==> src/hdl/rtc_pkg.sv <==
// Constants, types and register layout of the clock control and status registers.
// Assumes a 40 MHz system clock from which the 32.768 kHz time base is derived.
package rtc_pkg;

    // ------------------------------------------------------------
    // Timing
    // ------------------------------------------------------------
    localparam int RTC_CLK_HZ = 40_000_000;
    localparam int RTC_CLK_PERIOD_NS = 25;
    localparam int RTC_OSC_HZ = 32_768;
    localparam int RTC_OSC_DIV = (RTC_CLK_HZ + RTC_OSC_HZ / 2) / RTC_OSC_HZ;
    localparam int RTC_LEAD_NS = 244_000;
    localparam int RTC_BUSY_NS = 1_948_000;
    localparam int RTC_LEAD_CYC = (RTC_LEAD_NS + RTC_CLK_PERIOD_NS - 1) / RTC_CLK_PERIOD_NS;
    localparam int RTC_BUSY_CYC = (RTC_BUSY_NS + RTC_CLK_PERIOD_NS - 1) / RTC_CLK_PERIOD_NS;
    localparam logic [14:0] RTC_HALF_SEC = 15'h4000;
    localparam logic [14:0] RTC_LEAD_TICKS = 15'h0008;
    localparam logic [14:0] RTC_LEAD_POINT = RTC_HALF_SEC - RTC_LEAD_TICKS;
    localparam int RTC_DIV_W = 22;
    localparam int RTC_PRESC_W = 11;
    localparam int RTC_TMR_W = 17;

    // ------------------------------------------------------------
    // Register indices; the byte address is the index shifted left by two
    // ------------------------------------------------------------
    localparam logic [5:0] RTC_IDX_RATE_DIVIDER_CTRL = 6'h0A;
    localparam logic [5:0] RTC_IDX_IRQ_FORMAT_CTRL = 6'h0B;
    localparam logic [5:0] RTC_IDX_IRQ_FLAGS = 6'h0C;

    // Field positions
    localparam int RTC_A_PEND = 7;
    localparam int RTC_B_SET = 7;
    localparam int RTC_B_PEN = 6;
    localparam int RTC_B_AEN = 5;
    localparam int RTC_B_UEN = 4;
    localparam int RTC_B_BIN = 2;
    localparam int RTC_B_H24 = 1;
    localparam int RTC_C_SUM = 7;
    localparam int RTC_C_PFL = 6;
    localparam int RTC_C_AFL = 5;
    localparam int RTC_C_UFL = 4;

    // Divider modes, alarm don't-care code, rate select codes and taps
    localparam logic [2:0] RTC_DV_OFF0 = 3'h0;
    localparam logic [2:0] RTC_DV_OFF1 = 3'h1;
    localparam logic [1:0] RTC_DV_RST_HI = 2'h3;
    localparam logic [1:0] RTC_ALARM_ANY = 2'h3;
    localparam logic [3:0] RTC_RS_NONE = 4'h0;
    localparam logic [3:0] RTC_RS_ALIAS1 = 4'h1;
    localparam logic [3:0] RTC_RS_ALIAS2 = 4'h2;
    localparam logic [4:0] RTC_TAP_ALIAS1 = 5'h06;
    localparam logic [4:0] RTC_TAP_ALIAS2 = 5'h07;
    localparam logic [4:0] RTC_TAP_OFFSET = 5'h02;

    // Reset values and bus response codes
    localparam logic [2:0] RTC_DV_RESET = 3'h2;
    localparam logic [3:0] RTC_RS_RESET = 4'h0;
    localparam logic [1:0] RTC_RESP_OKAY = 2'h0;
    localparam logic [1:0] RTC_RESP_SLVERR = 2'h2;

    // ------------------------------------------------------------
    // Types
    // ------------------------------------------------------------
    typedef enum logic [1:0] {
        RTC_UPD_IDLE = 2'b00,
        RTC_UPD_LEAD = 2'b01,
        RTC_UPD_BUSY = 2'b10
    } rtc_upd_state_t;

    typedef enum logic [1:0] {
        RTC_SEL_NONE = 2'b00,
        RTC_SEL_A = 2'b01,
        RTC_SEL_B = 2'b10,
        RTC_SEL_C = 2'b11
    } rtc_sel_t;

    typedef struct packed {
        logic [7:0] hour;
        logic [7:0] min;
        logic [7:0] sec;
    } rtc_hms_t;

    typedef struct packed {
        logic [RTC_PRESC_W-1:0] presc;
        logic [RTC_DIV_W-1:0] div;
        rtc_upd_state_t upd;
        logic [RTC_TMR_W-1:0] tmr;
        logic [2:0] dv;
        logic [3:0] rs;
        logic set;
        logic pen;
        logic aen;
        logic uen;
        logic bin;
        logic h24;
        logic pfl;
        logic afl;
        logic ufl;
        logic adv;
        logic aw_hold;
        logic [7:0] awaddr;
        logic w_hold;
        logic [7:0] wdata;
        logic wstrb0;
        logic bvalid;
        logic [1:0] bresp;
        logic rvalid;
        logic [7:0] rdata;
        logic [1:0] rresp;
    } rtc_state_t;

endpackage

==> src/hdl/rtc_ctrl_status.sv <==
// Control and status registers of the real-time clock, with divider chain,
// periodic rate taps, update-cycle sequencing, event flags and interrupt output.
// Assumes the calendar counters and alarm bytes live outside and are presented
// on time_now and alarm_time; they advance on time_advance.
//
// Notes on behaviour
// Registers reachable at all times, even mid-update.
// Pending flag leads update by 244us; read-only.
// Setting inhibit blocks updates, then clears pending flag.
// Mode bits run, stop, test or reset divider.
// First update half second after divider reset ends.
// Mode bits read/write, kept over main reset.
// Rate select picks one of thirteen taps.
// Rate bits read/write, kept over main reset.
// Inhibit clear advances once per second; set aborts.
// Periodic enable gates flag; main reset clears it.
// Alarm when hours, minutes, seconds match or don't-care.
// Alarm enable gates flag; main reset clears it.
// Update enable cleared by main reset or inhibit rising.
// Reserved and daylight-saving bits read zero.
// Format bit selects binary or BCD; software only.
// Hour bit selects 24 or 12 hours.
// Summary bit set while enabled flag pending; output low.
// Flags cleared by flag-register read or main reset.
// Periodic flag sets on tap edge regardless of enable.
// Alarm flag sets on time match.
// Update-done flag sets at end of update.
// Low four flag bits read zero, ignore writes.
// Events during flag read are kept, not lost.
//
// Our own choice: the AXI4-Lite interface to the registers.
`timescale 1ns/1ps
`default_nettype none

module rtc_ctrl_status
    import rtc_pkg::*;
#(
    parameter int LEAD_CYC = RTC_LEAD_CYC,
    parameter int BUSY_CYC = RTC_BUSY_CYC
)
(
    // Clock and reset
    input wire logic mclk,
    input wire logic rst_b,
    input wire logic main_power_on_reset,
    // AXI4-Lite write address and data
    input wire logic [7:0] s_axi_awaddr,
    input wire logic s_axi_awvalid,
    output logic s_axi_awready,
    input wire logic [31:0] s_axi_wdata,
    input wire logic [3:0] s_axi_wstrb,
    input wire logic s_axi_wvalid,
    output logic s_axi_wready,
    // AXI4-Lite write response
    output logic [1:0] s_axi_bresp,
    output logic s_axi_bvalid,
    input wire logic s_axi_bready,
    // AXI4-Lite read
    input wire logic [7:0] s_axi_araddr,
    input wire logic s_axi_arvalid,
    output logic s_axi_arready,
    output logic [31:0] s_axi_rdata,
    output logic [1:0] s_axi_rresp,
    output logic s_axi_rvalid,
    input wire logic s_axi_rready,
    // Calendar side
    input wire rtc_hms_t time_now,
    input wire rtc_hms_t alarm_time,
    output logic time_advance,
    output logic binary_format_select,
    output logic hour_24_select,
    // Interrupt
    output logic interrupt_out_n
);

    // ------------------------------------------------------------
    // Helper functions
    // ------------------------------------------------------------
    function automatic rtc_sel_t reg_sel(input logic [7:0] addr);
        rtc_sel_t sel;
        if (addr[7:2] == RTC_IDX_RATE_DIVIDER_CTRL)
            sel = RTC_SEL_A;
        else if (addr[7:2] == RTC_IDX_IRQ_FORMAT_CTRL)
            sel = RTC_SEL_B;
        else if (addr[7:2] == RTC_IDX_IRQ_FLAGS)
            sel = RTC_SEL_C;
        else
            sel = RTC_SEL_NONE;
        return sel;
    endfunction

    // Divider bit whose falling edge marks one periodic interval
    function automatic logic [4:0] tap_of(input logic [3:0] rs);
        logic [4:0] tap;
        if (rs == RTC_RS_ALIAS1)
            tap = RTC_TAP_ALIAS1;
        else if (rs == RTC_RS_ALIAS2)
            tap = RTC_TAP_ALIAS2;
        else
            tap = {1'b0, rs} - RTC_TAP_OFFSET;
        return tap;
    endfunction

    function automatic logic byte_match(input logic [7:0] t, input logic [7:0] a);
        return (a[7:6] == RTC_ALARM_ANY) || (a == t);
    endfunction

    // ------------------------------------------------------------
    // State
    // ------------------------------------------------------------
    rtc_state_t s_q;
    rtc_state_t s_d;
    logic [7:0] reg_a;
    logic [7:0] reg_b;
    logic [7:0] reg_c;
    logic summary;

    always_comb
    begin
        summary = (s_q.pfl && s_q.pen) || (s_q.afl && s_q.aen) || (s_q.ufl && s_q.uen);
        reg_a = {(s_q.upd != RTC_UPD_IDLE), s_q.dv, s_q.rs};
        reg_b = 8'h00;
        reg_b[RTC_B_SET] = s_q.set;
        reg_b[RTC_B_PEN] = s_q.pen;
        reg_b[RTC_B_AEN] = s_q.aen;
        reg_b[RTC_B_UEN] = s_q.uen;
        reg_b[RTC_B_BIN] = s_q.bin;
        reg_b[RTC_B_H24] = s_q.h24;
        reg_c = 8'h00;
        reg_c[RTC_C_SUM] = summary;
        reg_c[RTC_C_PFL] = s_q.pfl;
        reg_c[RTC_C_AFL] = s_q.afl;
        reg_c[RTC_C_UFL] = s_q.ufl;
    end

    // ------------------------------------------------------------
    // Next state
    // ------------------------------------------------------------
    logic tick;
    logic running;
    logic [RTC_DIV_W-1:0] div_n;
    logic [4:0] tap;
    logic per_evt;
    logic alm_evt;
    logic end_evt;
    logic lead_evt;
    logic rd_go;
    logic rd_clear;
    logic wr_go;
    rtc_sel_t wsel;
    rtc_sel_t rsel;

    always_comb
    begin
        s_d = s_q;
        s_d.adv = 1'b0;
        per_evt = 1'b0;
        alm_evt = 1'b0;
        end_evt = 1'b0;
        rd_clear = 1'b0;

        // Time base: one enable per 32.768 kHz period
        tick = (s_q.presc == RTC_PRESC_W'(RTC_OSC_DIV - 1));
        s_d.presc = tick ? '0 : s_q.presc + 1'b1;

        // Divider chain
        running = (s_q.dv != RTC_DV_OFF0) && (s_q.dv != RTC_DV_OFF1)
            && (s_q.dv[2:1] != RTC_DV_RST_HI);
        div_n = s_q.div;
        if (s_q.dv[2:1] == RTC_DV_RST_HI)
            div_n = '0;
        else if (running && tick)
            div_n = s_q.div + 1'b1;
        s_d.div = div_n;

        // Periodic taps: code 3 is the fastest, each step halves the rate
        tap = tap_of(s_q.rs);
        if (s_q.rs != RTC_RS_NONE && s_q.div[tap] && !div_n[tap])
            per_evt = 1'b1;

        // Lead point sits a fixed lead before each rise of divider bit 14, once per second; from a
        // cleared divider the first update therefore lands half a second on
        lead_evt = running && tick && (div_n[14:0] == RTC_LEAD_POINT);

        // Update sequencer
        case (s_q.upd)
            RTC_UPD_IDLE:
            begin
                if (lead_evt && !s_q.set)
                begin
                    s_d.upd = RTC_UPD_LEAD;
                    s_d.tmr = '0;
                end
            end
            RTC_UPD_LEAD:
            begin
                s_d.tmr = s_q.tmr + 1'b1;
                if (s_q.tmr == RTC_TMR_W'(LEAD_CYC - 1))
                begin
                    s_d.upd = RTC_UPD_BUSY;
                    s_d.tmr = '0;
                end
            end
            RTC_UPD_BUSY:
            begin
                s_d.tmr = s_q.tmr + 1'b1;
                if (s_q.tmr == RTC_TMR_W'(BUSY_CYC - 1))
                begin
                    s_d.upd = RTC_UPD_IDLE;
                    s_d.adv = 1'b1;
                    end_evt = 1'b1;
                    alm_evt = byte_match(time_now.hour, alarm_time.hour)
                        && byte_match(time_now.min, alarm_time.min)
                        && byte_match(time_now.sec, alarm_time.sec);
                end
            end
            default:
            begin
                s_d.upd = RTC_UPD_IDLE;
            end
        endcase
        // Inhibit or divider reset aborts any cycle and drops the pending flag
        if (s_q.set || s_q.dv[2:1] == RTC_DV_RST_HI)
        begin
            s_d.upd = RTC_UPD_IDLE;
            s_d.tmr = '0;
            s_d.adv = 1'b0;
            end_evt = 1'b0;
            alm_evt = 1'b0;
        end

        // AXI4-Lite write channel: address and data taken in either order
        if (s_axi_awvalid && s_axi_awready)
        begin
            s_d.aw_hold = 1'b1;
            s_d.awaddr = s_axi_awaddr;
        end
        if (s_axi_wvalid && s_axi_wready)
        begin
            s_d.w_hold = 1'b1;
            s_d.wdata = s_axi_wdata[7:0];
            s_d.wstrb0 = s_axi_wstrb[0];
        end
        if (s_axi_bvalid && s_axi_bready)
            s_d.bvalid = 1'b0;

        wr_go = s_q.aw_hold && s_q.w_hold;
        wsel = reg_sel(s_q.awaddr);
        if (wr_go)
        begin
            s_d.aw_hold = 1'b0;
            s_d.w_hold = 1'b0;
            s_d.bvalid = 1'b1;
            s_d.bresp = (wsel == RTC_SEL_NONE) ? RTC_RESP_SLVERR : RTC_RESP_OKAY;
            if (s_q.wstrb0 && wsel == RTC_SEL_A)
            begin
                s_d.dv = s_q.wdata[6:4];
                s_d.rs = s_q.wdata[3:0];
            end
            else if (s_q.wstrb0 && wsel == RTC_SEL_B)
            begin
                s_d.set = s_q.wdata[RTC_B_SET];
                s_d.pen = s_q.wdata[RTC_B_PEN];
                s_d.aen = s_q.wdata[RTC_B_AEN];
                s_d.uen = s_q.wdata[RTC_B_UEN];
                s_d.bin = s_q.wdata[RTC_B_BIN];
                s_d.h24 = s_q.wdata[RTC_B_H24];
                if (s_q.wdata[RTC_B_SET] && !s_q.set)
                    s_d.uen = 1'b0;
            end
        end

        // AXI4-Lite read channel
        rd_go = s_axi_arvalid && s_axi_arready;
        rsel = reg_sel(s_axi_araddr);
        if (s_axi_rvalid && s_axi_rready)
            s_d.rvalid = 1'b0;
        if (rd_go)
        begin
            s_d.rvalid = 1'b1;
            s_d.rresp = RTC_RESP_OKAY;
            if (rsel == RTC_SEL_A)
                s_d.rdata = reg_a;
            else if (rsel == RTC_SEL_B)
                s_d.rdata = reg_b;
            else if (rsel == RTC_SEL_C)
            begin
                s_d.rdata = reg_c;
                rd_clear = 1'b1;
            end
            else
            begin
                s_d.rdata = 8'h00;
                s_d.rresp = RTC_RESP_SLVERR;
            end
        end

        // Flags: the read snapshot is taken before the clear, and an event in
        // the clearing cycle survives it
        s_d.pfl = (s_q.pfl && !rd_clear) || per_evt;
        s_d.afl = (s_q.afl && !rd_clear) || alm_evt;
        s_d.ufl = (s_q.ufl && !rd_clear) || end_evt;

        // Main power-on reset: enables and flags only
        if (main_power_on_reset)
        begin
            s_d.pen = 1'b0;
            s_d.aen = 1'b0;
            s_d.uen = 1'b0;
            s_d.pfl = 1'b0;
            s_d.afl = 1'b0;
            s_d.ufl = 1'b0;
        end
    end

    // ------------------------------------------------------------
    // Registers
    // ------------------------------------------------------------
    always_ff @(posedge mclk or negedge rst_b)
    begin
        if (!rst_b)
        begin
            s_q <= '0;
            s_q.dv <= RTC_DV_RESET;
            s_q.rs <= RTC_RS_RESET;
        end
        else
        begin
            s_q <= s_d;
        end
    end

    // ------------------------------------------------------------
    // Outputs
    // ------------------------------------------------------------
    assign s_axi_awready = !s_q.aw_hold && !s_q.bvalid;
    assign s_axi_wready = !s_q.w_hold && !s_q.bvalid;
    assign s_axi_bvalid = s_q.bvalid;
    assign s_axi_bresp = s_q.bresp;
    assign s_axi_arready = !s_q.rvalid;
    assign s_axi_rvalid = s_q.rvalid;
    assign s_axi_rresp = s_q.rresp;
    assign s_axi_rdata = {24'h000000, s_q.rdata};
    assign time_advance = s_q.adv;
    assign binary_format_select = s_q.bin;
    assign hour_24_select = s_q.h24;
    assign interrupt_out_n = !summary;

endmodule

`default_nettype wire

==> config.mk <==
export PLATFORM = sky130hd
export DESIGN_NAME = rtc_ctrl_status
export DESIGN_NICKNAME = d
export VERILOG_FILES = /design/src/hdl/rtc_pkg.sv /design/src/hdl/rtc_ctrl_status.sv
export SDC_FILE = /design/constraint.sdc
export NUM_CORES = 1
export LEC_CHECK = 0
export BUFFER_PORTS_ARGS = -buffer_cell sky130_fd_sc_hd__buf_4
export CORE_MARGIN = 10
export CORE_UTILIZATION = 45
export CTS_CLUSTER_SIZE = 20
export DETAILED_ROUTE_END_ITERATION = 8
export PLACE_DENSITY = 0.7
export SLEW_MARGIN = 20
export SYNTH_ARGS = -nofsm -noshare
export SYNTH_HDL_FRONTEND = slang
export SYNTH_SLANG_ARGS = --single-unit
==> constraint.sdc <==
create_clock -name mclk -period 4 [get_ports mclk]
set_clock_uncertainty 0.1 [all_clocks]
set_input_delay 0.8 -clock mclk [delete_from_list [all_inputs] [get_ports mclk]]
set_output_delay 0.8 -clock mclk [all_outputs]
set_load 0.02 [all_outputs]
# --- Word level (Yosys, flattened, before mapping) ---
# Index checks and enable logic that the tools add are counted.
word_totals:
  regBits: 102
  wordCells: 177
  out_inout_bits: 45
  input_bits: 108
classes:
  n_reduce_logical: 60
  n_mux: 53
  order_cmp: 1
  eq_ne: 32
  n_bitwise: 1
  addsub: 4
op_table:
  columns: ["cell", "count"]
  rows:
  - ["$mux W19", 3]
  - ["$pmux W17 S3", 1]
  - ["$mux W22", 2]
  - ["$eq A6 B4 Y1 const B", 6]
  - ["$logic_and A1 B1 Y1", 26]
  - ["$mux W5", 5]
  - ["$eq A8 B8 Y1", 3]
  - ["$mux W8", 3]
  - ["$add A22 B1 Y22 const B", 1]
  - ["$mux W11", 2]
  - ["$mux W2", 11]
  - ["$mux W1", 18]
  - ["$add A17 B1 Y17 const B", 1]
  - ["$eq A17 B14 Y1 const B", 1]
  - ["$eq A17 B17 Y1 const B", 1]
  - ["$eq A2 B2 Y1 const B", 8]
  - ["$eq A15 B14 Y1 const B", 1]
  - ["$reduce_bool A2 Y1", 7]
  - ["$add A11 B1 Y11 const B", 1]
  - ["$eq A11 B11 Y1 const B", 1]
  - ["$bmux W1 S5", 2]
  - ["$mux W10", 1]
  - ["$logic_or A1 B1 Y1", 9]
  - ["$mux W3", 3]
  - ["other kinds (17)", 34]

# --- Depth between registers and ports, before layout ---
logic_depth:
  word_depth: 13
  ltp_mapped: 13
  depth_no_buf: 10

# --- Least setup slack after synthesis ---
# Ideal clock, no wire load.
synth_timing:
  path_type: "register to register"
  startpoint: "reg s_q[91] (netlist name)"
  endpoint: "reg s_q[59] (netlist name)"
  period_less_slack_ns: 3.124
  arrival_ns: 2.928
  path_slack_ns: 0.876
  stages_incl_launch_ff: 13
  required_ns: 3.805
  setup_ns: 0.095
  cell_sequence: "dfrtp_1 -> inv_1 -> ha_1 -> or4b_4 -> nor3_4 -> a31oi_1 -> o221a_1 -> or4_1 -> o21a_1 -> nand2b_1 -> buf_6 -> buf_6 -> o31ai_1"
synth_via:
  elab_chain_len: 9
synth_rtl:
  columns: ["element", "line_no", "source"]
  rows:
  - ["start, declared", "rtc_ctrl_status.sv:111", "rtc_state_t s_q;"]
  - ["$eq A11 B11 Y1 *", "rtc_ctrl_status.sv:163", "tick = (s_q.presc == RTC_PRESC_W'(RTC_OSC_DIV - 1));"]
  - ["$logic_and A1 B1 Y1 *", "rtc_ctrl_status.sv:172, rtc_ctrl_status.sv:183", null]
  - ["$mux W22", "rtc_ctrl_status.sv:172", "else if (running && tick)"]
  - ["$mux W22", "rtc_ctrl_status.sv:170", "if (s_q.dv[2:1] == RTC_DV_RST_HI)"]
  - ["$eq A15 B14 Y1", "rtc_ctrl_status.sv:183", "lead_evt = running && tick && (div_n[14:0] == RTC_LEAD_POINT);"]
  - ["$logic_and A1 B1 Y1 *", "rtc_ctrl_status.sv:183", null]
  - ["$logic_and A1 B1 Y1 *", "rtc_ctrl_status.sv:189", "if (lead_evt && !s_q.set)"]
  - ["$ne A3 B3 Y1 (no source line) *", null, null]
  - ["$reduce_and A2 Y1 (no source line) *", null, null]
# Mark *: on every way between the ends. The rest lies on a longest branch, timed or not.
# A chain may end at the register's enable or synchronous reset.

# --- Worst setup path after layout ---
layout_timing:
  startpoint: "reg s_q[91] (netlist name)"
  endpoint: "reg s_q[65] (netlist name)"
# Same word-level chain as after synthesis.

==> summary.txt <==
Pwr Total -> 2740 uW
Yosys warnings -> 0
Max cap viols -> 0
Max Buffers Root-to-Sink -> 2
Worst r2r path cells -> 10
Largest net degree at the start of global routing -> 50
Pwr/cell area -> 404 nW/um^2
Vias -> 5,035
Layout cell share with drive strength beyond 1 -> 20.9%
Starting DRT DRC Count -> 521
Cell Rows -> 41
Most used DFF post-synth -> dfrtp_1
PortBufs -> 95
Final Util -> 53.5%
Final hold vios -> 0
Maximum vdd drop -> 326 uV
Synth Instances -> 648
Routed len/inst -> 16.5 um
Share of the synthesized area in the top cell type -> 39.1%
Antenna violations before repair -> 0
Detail Route Antenna Nets -> 0
Slowest stage delay, CP -> 0.51 ns
Vias per cell -> 5.63
GRT Residual Overflow -> 0
Count leader, synth -> dfrtp_1
Crit path cell chain -> inv_1, ha_1, or4b_4, nor4_2, o221ai_1, or4_1, o21a_1, nand2b_1, buf_4, o41ai_1
Maximum clock frequency -> 0.278 GHz
Clk Latency, worst-skew pair -> 0.35 ns
Drt pass-1 iters -> 5
Die Y -> 134 um
NumNets Final -> 836
FF-to-FF setup slack -> 0.40 ns
Async SR Flop Fraction -> 100%
FF+latch count, synth -> 92
CTS root buf -> clkbuf_16
Diode count -> 0
CORE AREA -> 12,700 sq um
Chip width -> 134 um
Ranking of synthesized cells by area -> dfrtp_1 (39%), buf_4 (4.6%), mux2_2 (4.3%)
PostCTS Resize Cnt -> 0
Initial core utilization -> 46.0%
Via count of the first global-routing pass -> 4,737
CTS tree -> done
Die Footprint -> 17,900 sq um
Leading cell types by count after synthesis -> dfrtp_1 (91), nand2_1 (59), nor2_1 (51)
Critical path class -> register to register
CP Launch Type -> register
Post-synth EDFFs -> 0
IO Pins -> 153
Worst path depth -> 10
Crit path capture type -> register
DPL Wire Length -> 11,100 um
Max Slew Vio Count -> 0
Post-synth cell types -> 68
Fin area -> 6780 sq um
RSZ-0062 raised after global routing -> false
Hold Crit Class -> input pin to asynchronous set/reset pin
Clock transition at path regs -> 0.06 ns
Clk sinks -> 92
Synthesized area per cell -> 8.99 sq um
Critical path arrival -> 3.73 ns
H-Tree Depth -> 3
Least-Margin Pin Slew -> 1.04 ns
Worst Path Buf+Inv -> 2
GPL Wtd Cong -> 0.915
Cell family with most CP delay -> simple AND/OR/NAND/NOR gates
Setup bufs post-CTS -> 0
WL final -> 14,800 um
GRT Total Usage -> 16.1%
First-pass GRT wire length -> 24,100 um
Period minus WS final -> 3.60 ns
CP max-delay cell -> or4b_4
RR Endpoint -> s_q[65]$_DFFE_PN0P_
Leakage -> 0.00300 uW
Slew headroom -> 30.4%
Worst R2R Start -> s_q[91]$_DFF_PN0_
DRC -> 0
Status -> completed
Area growth syn-to-layout -> 16.4%
Setup Viol. Count Final -> 0
Cell taking the most area after synthesis -> dfrtp_1
Total CTS buffers -> 9
Post-CTS Hold Buffers -> 0
Cell Area, Synth -> 5830 sq um
Area post-placement -> 6490 sq um
Sequential fraction of the synthesis area -> 39.5%
Critical-path maximum fanout -> 16
Final TNS setup -> 0 ns
Final period util -> 89.9%
Critical Path RT -> 4.13 ns
==> registers in the layout (all words and copies together), names as in the netlist <==
signal and flops:
s_axi_rvalid 1, time_advance 1, hour_24_select 1, s_axi_bvalid 1
reg_b 4, s_q 63, reg_a 7, binary_format_select 1
s_axi_rresp 1, s_axi_bresp 1, reg_c 3, s_axi_rdata 8
==> final cells by class <==
class,count,area (sq um)
fill,1135,5890
clock inverter,7,63.8
sequential,92,2300
multi-input combinational,493,3140
inverter,20,75.1
tap,172,215
timing repair buffer,102,766
clock buffer,9,225
==> report_power, final <==
group,internal (uW),switching (uW),total [uW]
sequential,1060,114,1170
combinational,328,408,736
clock,437,400,837
total,1820,922,2740
==> worst max path at each step <==
stage / slack (ns) / start / endpoint
finish: 0.40 / s_q[91]$_DFF_PN0_ / s_q[65]$_DFFE_PN0P_
global route: 0.17 / s_q[91]$_DFF_PN0_ / s_q[65]$_DFFE_PN0P_
CTS: 0.42 / s_q[91]$_DFF_PN0_ / s_q[65]$_DFFE_PN0P_
detailed placement: 0.42 / s_q[91]$_DFF_PN0_ / s_q[65]$_DFFE_PN0P_
global placement: 0.52 / s_q[91]$_DFF_PN0_ / s_q[65]$_DFFE_PN0P_
floorplan: 0.88 / s_q[91]$_DFF_PN0_ / s_q[59]$_DFFE_PN0P_
==> stage by stage <==
stage	instances	hold slack (ns)	worst slack, ns
detailed placement	879	0.379	0.420
global placement	879	0.365	0.516
global route	895	0.408	0.167
floorplan	673	0.350	0.876
CTS	895	0.379	0.420
finish	895	0.363	0.405
==> metal layers <==
layer  global-route usage [%]  vias to the layer above  wire (um)
met5                        0                        -          0
met4                     4.72                        0        205
met3                     3.47                       21        927
met2                     26.6                      171       7370
met1                     20.7                     2408       6280
li1                         -                     2435          -
==> worst register-to-register path, delay by kind of cell (launching register included) <==
kind / cells / cell delay (ns)
buf+inv: 2 / 0.29
flops: 1 / 0.42
compound gates: 3 / 0.87
fa+ha+maj: 1 / 0.16
simple gates: 4 / 1.63
==> cell families (layout without fill, tap and decap cells) <==
logic type	after synthesis	after routing	share of synthesized area, %
xor+xnor	43	43	6.46
mux	29	29	5.45
other cells	1	26	0.0644
simple gates	248	248	22.1
compound gates	137	137	15.9
fa+ha+maj	10	10	2.15
buf+inv	88	138	8.27
flops	92	92	39.5
==> layout by cell type, fill, tap and decap left out, types with 8 or more instances in the layout <==
cell | Yosys | routed
o31ai_1 | 27 | 27
conb_1 | 1 | 26
buf_4 | 36 | 102
nand3_1 | 27 | 27
and2_1 | 8 | 8
nor2_1 | 51 | 51
nor4_1 | 13 | 13
dfrtp_1 | 91 | 91
mux2_2 | 22 | 22
inv_1 | 19 | 19
a21oi_1 | 23 | 23
a31oi_1 | 18 | 18
xnor2_1 | 18 | 18
nand4_1 | 16 | 16
o21ai_0 | 24 | 24
and3_1 | 20 | 20
nand2_1 | 59 | 59
nor3_1 | 12 | 12
xor2_1 | 25 | 25
ha_1 | 10 | 10
clkbuf_16 | 0 | 9
Note: power is estimated with default switching activity, not from simulation.
